File: config.mk
export PLATFORM = sky130hd
export DESIGN_NAME = dslr_top
export DESIGN_NICKNAME = d
export VERILOG_FILES = /design/src/dslr_pkg.sv /design/src/dslr_top.sv
export SDC_FILE = /design/constraint.sdc
export NUM_CORES = 1
export LEC_CHECK = 0
export BUFFER_PORTS_ARGS = -buffer_cell sky130_fd_sc_hd__buf_4
export CORE_ASPECT_RATIO = 0.5
export CORE_MARGIN = 2
export CORE_UTILIZATION = 45
export DETAILED_ROUTE_END_ITERATION = 10
export SYNTH_ARGS = -nofsm -noshare
export SYNTH_HDL_FRONTEND = slang
export SYNTH_SLANG_ARGS = --single-unit
File: constraint.sdc
create_clock -name CLOCK_IN -period 14.95 [get_ports CLOCK_IN]
set_clock_uncertainty 0.1 [all_clocks]
set_input_delay 2.2425 -clock CLOCK_IN [delete_from_list [all_inputs] [get_ports CLOCK_IN]]
set_output_delay 2.2425 -clock CLOCK_IN [all_outputs]
set_load 0.02 [all_outputs]
File: src/dslr_pkg.sv
package dslr_pkg;

   // Test instruction register
   localparam int          IR_WIDTH         = 4;
   localparam logic [3:0]  OP_IDCODE        = 4'h2;
   localparam logic [3:0]  OP_RECOVERY      = 4'h8;
   localparam logic [3:0]  OP_BYPASS        = 4'hF;
   localparam logic [3:0]  IR_CAPTURE       = 4'h1;
   localparam logic [3:0]  IR_RESET         = OP_IDCODE;

   // Identification value is arbitrary
   localparam logic [31:0] ID_CODE          = 32'h1234_5001;

   // Erase clock divider layout
   localparam int          DIV_WIDTH        = 7;
   localparam int          DIV_PRESCALE_BIT = 6;
   localparam int          DIV_RATIO_MSB    = 5;
   localparam logic [6:0]  DIV_RESET        = 7'h00;

   // Flash input clock is the system clock halved; prescale divides by eight more
   localparam int          FLASH_IN_DIV     = 2;
   localparam int          PRESCALE_FACTOR  = 8;
   localparam int          TICK_CNT_WIDTH   = 11;

   typedef enum logic [3:0] {
      ST_RESET, ST_IDLE, ST_SEL_DR, ST_CAP_DR, ST_SHIFT_DR, ST_EXIT1_DR, ST_PAUSE_DR,
      ST_EXIT2_DR, ST_UPD_DR, ST_SEL_IR, ST_CAP_IR, ST_SHIFT_IR, ST_EXIT1_IR,
      ST_PAUSE_IR, ST_EXIT2_IR, ST_UPD_IR
   } dslr_tap_t;

   typedef enum logic [1:0] {
      RC_IDLE, RC_ERASE, RC_DONE
   } dslr_rec_t;

   typedef struct packed {
      logic       prescale_by_eight;
      logic [5:0] ratio;
   } dslr_div_t;

   typedef struct packed {
      logic tck;
      logic tms;
      logic tdi;
      logic trst_n;
   } dslr_pins_t;

endpackage

File: src/dslr_top.sv
// Behaviour
// - Test access port with identification and bypass works from boot, regardless of security.
// - Debug read disable blocks all internal memory reads through the debug port.
// - Flash unit drives read disable at reset from stored security bytes.
// - Recovery mass-erases all flash, clearing security and restoring access.
// - Recovery instruction selects a 7-bit erase clock divider data register.
// - During recovery, shifted divider replaces flash timing divider for system clock.
// - Divider bit 6 is prescale-by-eight; bits 5:0 are the clock ratio.
// - After data update, entering Run-Test/Idle starts the lockout erase.
// - Backdoor key unsecures only when backdoor unlock allow is set.
// - Security enabled at boot means secure mode, debug port disabled.
`timescale 1ns/1ps
module dslr_top
   import dslr_pkg::*;
(
   // System
   input  wire logic       CLOCK_IN,
   input  wire logic       RST_IN,
   // Test port pins
   input  wire logic       TCK_IN,
   input  wire logic       TMS_IN,
   input  wire logic       TDI_IN,
   input  wire logic       TRST_N_IN,
   output logic            TDO_OUT,
   output logic            TDO_OE_OUT,
   // Flash unit
   input  wire logic       SECURITY_ENABLED_IN,
   input  wire logic       BACKDOOR_UNLOCK_ALLOW_IN,
   input  wire logic       BACKDOOR_KEY_MATCH_IN,
   input  wire logic [6:0] FLASH_TIMING_CLOCK_SETTING_IN,
   input  wire logic       ERASE_DONE_IN,
   output logic [6:0]      FLASH_CLOCK_SETTING_OUT,
   output logic            FLASH_TICK_OUT,
   output logic            MASS_ERASE_START_OUT,
   output logic            RECOVERY_BUSY_OUT,
   // Core debug
   input  wire logic       DEBUG_READ_REQ_IN,
   output logic            DEBUG_READ_GRANT_OUT,
   output logic            DEBUG_READ_DISABLE_OUT,
   output logic            SECURE_MODE_OUT
);

   function automatic dslr_tap_t tap_step(input dslr_tap_t s, input logic tms);
      case (s)
         ST_RESET:    tap_step = tms ? ST_RESET    : ST_IDLE;
         ST_IDLE:     tap_step = tms ? ST_SEL_DR   : ST_IDLE;
         ST_SEL_DR:   tap_step = tms ? ST_SEL_IR   : ST_CAP_DR;
         ST_CAP_DR:   tap_step = tms ? ST_EXIT1_DR : ST_SHIFT_DR;
         ST_SHIFT_DR: tap_step = tms ? ST_EXIT1_DR : ST_SHIFT_DR;
         ST_EXIT1_DR: tap_step = tms ? ST_UPD_DR   : ST_PAUSE_DR;
         ST_PAUSE_DR: tap_step = tms ? ST_EXIT2_DR : ST_PAUSE_DR;
         ST_EXIT2_DR: tap_step = tms ? ST_UPD_DR   : ST_SHIFT_DR;
         ST_UPD_DR:   tap_step = tms ? ST_SEL_DR   : ST_IDLE;
         ST_SEL_IR:   tap_step = tms ? ST_RESET    : ST_CAP_IR;
         ST_CAP_IR:   tap_step = tms ? ST_EXIT1_IR : ST_SHIFT_IR;
         ST_SHIFT_IR: tap_step = tms ? ST_EXIT1_IR : ST_SHIFT_IR;
         ST_EXIT1_IR: tap_step = tms ? ST_UPD_IR   : ST_PAUSE_IR;
         ST_PAUSE_IR: tap_step = tms ? ST_EXIT2_IR : ST_PAUSE_IR;
         ST_EXIT2_IR: tap_step = tms ? ST_UPD_IR   : ST_SHIFT_IR;
         ST_UPD_IR:   tap_step = tms ? ST_SEL_DR   : ST_IDLE;
         default:     tap_step = ST_RESET;
      endcase
   endfunction

   // Pin synchroniser; test clock is oversampled, so it must run below a quarter of CLOCK_IN
   dslr_pins_t pins_meta;
   dslr_pins_t pins;
   logic       tck_prev;
   logic       tck_rise;
   logic       tck_fall;

   always_ff @(posedge CLOCK_IN or posedge RST_IN) begin
      if (RST_IN) begin
         pins_meta <= '0;
         pins      <= '0;
         tck_prev  <= 1'b0;
      end else begin
         pins_meta <= '{tck: TCK_IN, tms: TMS_IN, tdi: TDI_IN, trst_n: TRST_N_IN};
         pins      <= pins_meta;
         tck_prev  <= pins.tck;
      end
   end

   assign tck_rise = pins.tck & ~tck_prev;
   assign tck_fall = ~pins.tck & tck_prev;

   // Test access controller
   dslr_tap_t       tap, next_tap;
   logic [3:0]      ir, next_ir;
   logic [3:0]      ir_sh, next_ir_sh;
   logic [31:0]     dr_sh, next_dr_sh;
   dslr_div_t       erase_div, next_erase_div;
   logic            div_loaded, next_div_loaded;
   logic            tdo, next_tdo;
   logic            tdo_oe, next_tdo_oe;

   always_comb begin
      next_tap        = tap;
      next_ir         = ir;
      next_ir_sh      = ir_sh;
      next_dr_sh      = dr_sh;
      next_erase_div  = erase_div;
      next_div_loaded = div_loaded;
      next_tdo        = tdo;
      next_tdo_oe     = tdo_oe;
      if (!pins.trst_n) begin
         next_tap        = ST_RESET;
         next_ir         = IR_RESET;
         next_div_loaded = 1'b0;
         next_tdo_oe     = 1'b0;
      end else if (tck_rise) begin
         next_tap = tap_step(tap, pins.tms);
         case (tap)
            ST_RESET: begin
               next_ir         = IR_RESET;
               next_div_loaded = 1'b0;
            end
            ST_CAP_IR:   next_ir_sh = IR_CAPTURE;
            ST_SHIFT_IR: next_ir_sh = {pins.tdi, ir_sh[3:1]};
            ST_UPD_IR:   next_ir    = ir_sh;
            ST_CAP_DR: begin
               case (ir)
                  OP_IDCODE:   next_dr_sh = ID_CODE;
                  OP_RECOVERY: next_dr_sh = {25'h0, erase_div};
                  default:     next_dr_sh = 32'h0;
               endcase
            end
            ST_SHIFT_DR: begin
               case (ir)
                  OP_IDCODE:   next_dr_sh = {pins.tdi, dr_sh[31:1]};
                  OP_RECOVERY: next_dr_sh = {25'h0, pins.tdi, dr_sh[6:1]};
                  default:     next_dr_sh = {31'h0, pins.tdi};
               endcase
            end
            ST_UPD_DR: begin
               if (ir == OP_RECOVERY) begin
                  next_erase_div  = dr_sh[6:0];
                  // erase waits for a loaded divider
                  next_div_loaded = 1'b1;
               end
            end
            default: ;
         endcase
      end else if (tck_fall) begin
         next_tdo_oe = (tap == ST_SHIFT_DR) || (tap == ST_SHIFT_IR);
         next_tdo    = (tap == ST_SHIFT_IR) ? ir_sh[0] : dr_sh[0];
      end
   end

   always_ff @(posedge CLOCK_IN or posedge RST_IN) begin
      if (RST_IN) begin
         tap        <= ST_RESET;
         ir         <= IR_RESET;
         ir_sh      <= IR_CAPTURE;
         dr_sh      <= 32'h0;
         erase_div  <= DIV_RESET;
         div_loaded <= 1'b0;
         tdo        <= 1'b0;
         tdo_oe     <= 1'b0;
      end else begin
         tap        <= next_tap;
         ir         <= next_ir;
         ir_sh      <= next_ir_sh;
         dr_sh      <= next_dr_sh;
         erase_div  <= next_erase_div;
         div_loaded <= next_div_loaded;
         tdo        <= next_tdo;
         tdo_oe     <= next_tdo_oe;
      end
   end

   assign TDO_OUT    = tdo;
   assign TDO_OE_OUT = tdo_oe;

   // Security state and recovery sequencer
   dslr_rec_t rec, next_rec;
   logic      secure, next_secure;
   logic      captured, next_captured;
   logic      erase_start, next_erase_start;

   always_comb begin
      next_rec         = rec;
      next_secure      = secure;
      next_captured    = 1'b1;
      next_erase_start = 1'b0;
      // security taken from flash after reset release
      // secure mode when security bytes set
      if (!captured) begin
         next_secure = SECURITY_ENABLED_IN;
      end else if (BACKDOOR_KEY_MATCH_IN && BACKDOOR_UNLOCK_ALLOW_IN) begin
         next_secure = 1'b0;
      end
      case (rec)
         RC_IDLE: begin
            // erase begins in Run-Test/Idle after update
            if (captured && tap == ST_IDLE && ir == OP_RECOVERY && div_loaded) begin
               next_rec         = RC_ERASE;
               next_erase_start = 1'b1;
            end
         end
         RC_ERASE: begin
            if (ERASE_DONE_IN) begin
               next_rec    = RC_DONE;
               next_secure = 1'b0;
            end
         end
         // Stays here until a test reset, so one load gives one erase
         RC_DONE: begin
            if (tap == ST_RESET) begin
               next_rec = RC_IDLE;
            end
         end
         default: next_rec = RC_IDLE;
      endcase
   end

   always_ff @(posedge CLOCK_IN or posedge RST_IN) begin
      if (RST_IN) begin
         rec         <= RC_IDLE;
         secure      <= 1'b1;
         captured    <= 1'b0;
         erase_start <= 1'b0;
      end else begin
         rec         <= next_rec;
         secure      <= next_secure;
         captured    <= next_captured;
         erase_start <= next_erase_start;
      end
   end

   assign DEBUG_READ_GRANT_OUT   = DEBUG_READ_REQ_IN & ~secure & captured;
   assign DEBUG_READ_DISABLE_OUT = secure;
   assign SECURE_MODE_OUT        = secure;
   assign MASS_ERASE_START_OUT   = erase_start;
   assign RECOVERY_BUSY_OUT      = (rec == RC_ERASE);

   // Flash timing tick divider
   dslr_div_t                 act_div;
   logic [TICK_CNT_WIDTH-1:0] tick_cnt, next_tick_cnt;
   logic [TICK_CNT_WIDTH-1:0] tick_last;
   logic                      tick, next_tick;

   assign act_div = (rec == RC_ERASE) ? erase_div : dslr_div_t'(FLASH_TIMING_CLOCK_SETTING_IN);

   // bit 6 prescale, bits 5:0 ratio
   assign tick_last = TICK_CNT_WIDTH'(FLASH_IN_DIV * (act_div.prescale_by_eight ? PRESCALE_FACTOR : 1)
                                      * (int'(act_div.ratio) + 1) - 1);

   always_comb begin
      next_tick     = 1'b0;
      next_tick_cnt = tick_cnt + 1'b1;
      if (tick_cnt >= tick_last) begin
         next_tick_cnt = '0;
         next_tick     = 1'b1;
      end
   end

   always_ff @(posedge CLOCK_IN or posedge RST_IN) begin
      if (RST_IN) begin
         tick_cnt <= '0;
         tick     <= 1'b0;
      end else begin
         tick_cnt <= next_tick_cnt;
         tick     <= next_tick;
      end
   end

   assign FLASH_CLOCK_SETTING_OUT = act_div;
   assign FLASH_TICK_OUT          = tick;

endmodule

==> flow_summary.yaml <==
status:
  status: "finished, final reports clean"
yosys:
  synth-seq-cells: 80
  synth-async-reset-ratio_pct: 100
  syn_area_per_cell_sq_um: 9.61
  synth.area.top_cells: "dfrtp_1 (45%), ha_1 (5.5%), nand2_1 (5.2%)"
  synth_ff_type: "dfrtp_1"
  synth_cell_types: 58
  syn_area_sq_um: 4300
  synth_top_cell_area_share_pct: 44.8
  yosysSeqAreaShare_pct: 46.7
  synth_edf_count: 0
  yosysWarnings: 0
  synthCells: 447
  yosys.area.top_type: "dfrtp_1"
setup_path:
  critical_path_arrival_ns: 6.69
  slowest_stage: "mux2i_1"
  cp_num_buf_inv: 3
  critPathRequiredTime_ns: 15.11
  r2r_slack_ns: 8.97
  start_kind: "primary input"
  reg2reg_to: "tick_cnt[3]"
  worstSetupEndpointType: "register"
  reg2reg_depth: 17
  cp_slowest_stage_delay_ns: 0.66
  path_common_cell: "ha_1"
  cp_max_fo: 12
  path_cells: "buf_4, mux2i_1, clkinv_1, nor2_1, ha_1, ha_1, fa_1, nor4_1, or3b_2, xor3_1, ha_1, a21o_1, a21oi_1, o21ai_0, buf_4, nor2_1"
  startpoint: "FLASH_TIMING_CLOCK_SETTING_IN[6]"
  worst-setup-path-type: "primary input to register"
  cpLargestDelayFamily: "adder cells"
  r2r_start: "rec[1]"
routing:
  vias: 3218
  top_layer: "met4"
  postRouteAntennaNets: 0
  totalWireLength_um: 8420
  drc: 0
  dr.pass1.iters: 4
  via_per_inst: 5.38
  wl_met3_um: 291
  wl_met2_um: 3660
  drtIter0Drc: 182
  wl_met1_um: 4410
  wl_per_cell_um: 14.1
min_path:
  hp-class: "register to register"
  min_from: "pins_meta[1]"
  holdPathEnd: "pins[1]"
  min_path_cells: 0
placement:
  post-dp-hpwl_um: 5760
  gp_congestion: 0.803
  dp_slack_ns: 8.11
  numPortBuffers: 32
die:
  die_area_sq_um: 10400
  io_pins: 33
  coreArea_sq_um: 9350
  die_x_um: 142
  fp-row-count: 25
  die_h_um: 73.1
  start_util_pct: 45.9
finish:
  syn_to_final_growth_pct: 15.2
  drive_above_1_share_pct: 15.3
  most-common-layout-cells: "dfrtp_1 (77), nand2_1 (60), o21ai_0 (42)"
  diodes: 0
  num-nets-final: 510
  final_util_pct: 52.9
  final_common_cell: "dfrtp_1"
clocking:
  cts_tree: "yes"
  post_cts_buffers: 0
  cts_sinks: 80
  clk_latency_ns: 0.33
  htree_levels: 3
  clk_pin_slew_ns: 0.06
  numCtsBuffers: 9
  clock-root-buffer: "clkbuf_16"
  ctsResizeCount: 0
  clk_path_buf_depth: 2
  cts_hold_buf: 0
timing:
  setup_slack_ns: 8.42
  slew_headroom_pct: 23.2
  finalCritPeriodShare_pct: 43.6
  fmax_mhz: 153
  setup_viol: 0
  slew_viol_final: 0
  tightest_slew_ns: 1.15
  rsz0062_at_grt: "false"
  hold_slack_ns: 0.252
  hold_viol: 0
  finalCriticalPeriod_ns: 6.53
  setup_tns_ns: 0
global_route:
  grt_use_total_pct: 17.8
  grt_pass1_vias: 2872
  antenna_found_initial: 0
  grt_pass1_wl_um: 14400
  grt_max_degree: 81
  gr-total-overflow: 0
job:
  drv_cap: 0
pwr:
  p_int_uw: 423
  switching_share_pct: 27.1
  p_clk_share_pct: 41.1
  p_switching_uw: 157
  p_leak_nw: 2.37
  p_comb_share_pct: 15.3
  p_per_area_nw_per_um2: 117
  finalPower_uw: 580
  ir_drop_uv: 63.0
  p_seq_share_pct: 43.6
[cell type report]
type	instances	area [sq um]
tap	121	151
inverter	11	42.5
sequential	80	2010
multi-input combinational	334	2150
clock inverter	7	101
timing repair buffer	36	270
fill	873	4400
clock buffer	9	225
[synth_stat cells, types with 2 or more instances]
cell type	n
nand3_1	15
mux2_2	11
nand2_1	60
a21oi_1	10
nor2b_1	18
clkbuf_1	19
nor4_1	2
o211ai_1	2
conb_1	2
a21o_1	6
mux2i_1	6
inv_1	9
dfrtp_1	77
o31ai_1	2
nand2b_1	5
a31oi_1	8
dfstp_2	3
a22oi_1	7
a22o_1	18
xor2_1	13
nor3_1	4
nand4_1	7
and2_1	3
and3_1	2
ha_1	19
xnor2_1	8
o21ai_0	42
clkinv_1	2
nor2_1	37
or2_2	2
[cell families after synthesis]
group	count (synthesis)	synth area share, %
simple gates	164	18.2
compound gates	107	16.2
flops	80	46.7
buf+inv	34	3.26
xor+xnor	22	4.83
fa+ha+maj	20	6.00
mux	18	4.63
other cells	2	0.175
[sequential cells by signal, summed over array words and instances (netlist names)]
name                    flops
FLASH_TICK_OUT              1
div_loaded                  1
DEBUG_READ_DISABLE_OUT      1
ir                          4
MASS_ERASE_START_OUT        1
tick_cnt                   11
TDO_OUT                     1
pins_meta                   4
TDO_OE_OUT                  1
pins                        4
ir_sh                       4
tap                         4
rec                         2
erase_div                   7
dr_sh                      32
tck_prev                    1
captured                    1
[metrics by stage]
step | cells | area [sq um]
after floorplan | 448 | 4300
after global placement | 582 | 4620
after detailed placement | 582 | 4620
after CTS | 598 | 4950
after global routing | 598 | 4950
final | 598 | 4950
[metal layers]
metal | global-route usage, % | vias up
li1 | - | 1641
met1 | 25.8 | 1525
met2 | 26.4 | 48
met3 | 4.92 | 4
met4 | 4.67 | 0
met5 | 0 | -
[how the worst max path moves through the flow]
stage	cells past startpoint	slack, ns	to
after floorplan	17	8.80	tick_cnt[3]
after global placement	16	8.26	tick_cnt[3]
after detailed placement	16	8.11	tick_cnt[3]
after CTS	16	8.43	tick_cnt[3]
after global routing	17	8.05	tick_cnt[9]
final	16	8.42	tick_cnt[3]
[power by group through the flow]
stage / registers [mW] / logic (mW) / clock network (mW)
detailed placement: 0.257 / 0.0897 / 0
CTS: 0.253 / 0.0908 / 0.244
global route: 0.256 / 0.104 / 0.254
finish: 0.253 / 0.0889 / 0.238
floorplan: 0.252 / 0.0678 / 0
global placement: 0.257 / 0.0880 / 0
Note: power is estimated with default switching activity, not from simulation.
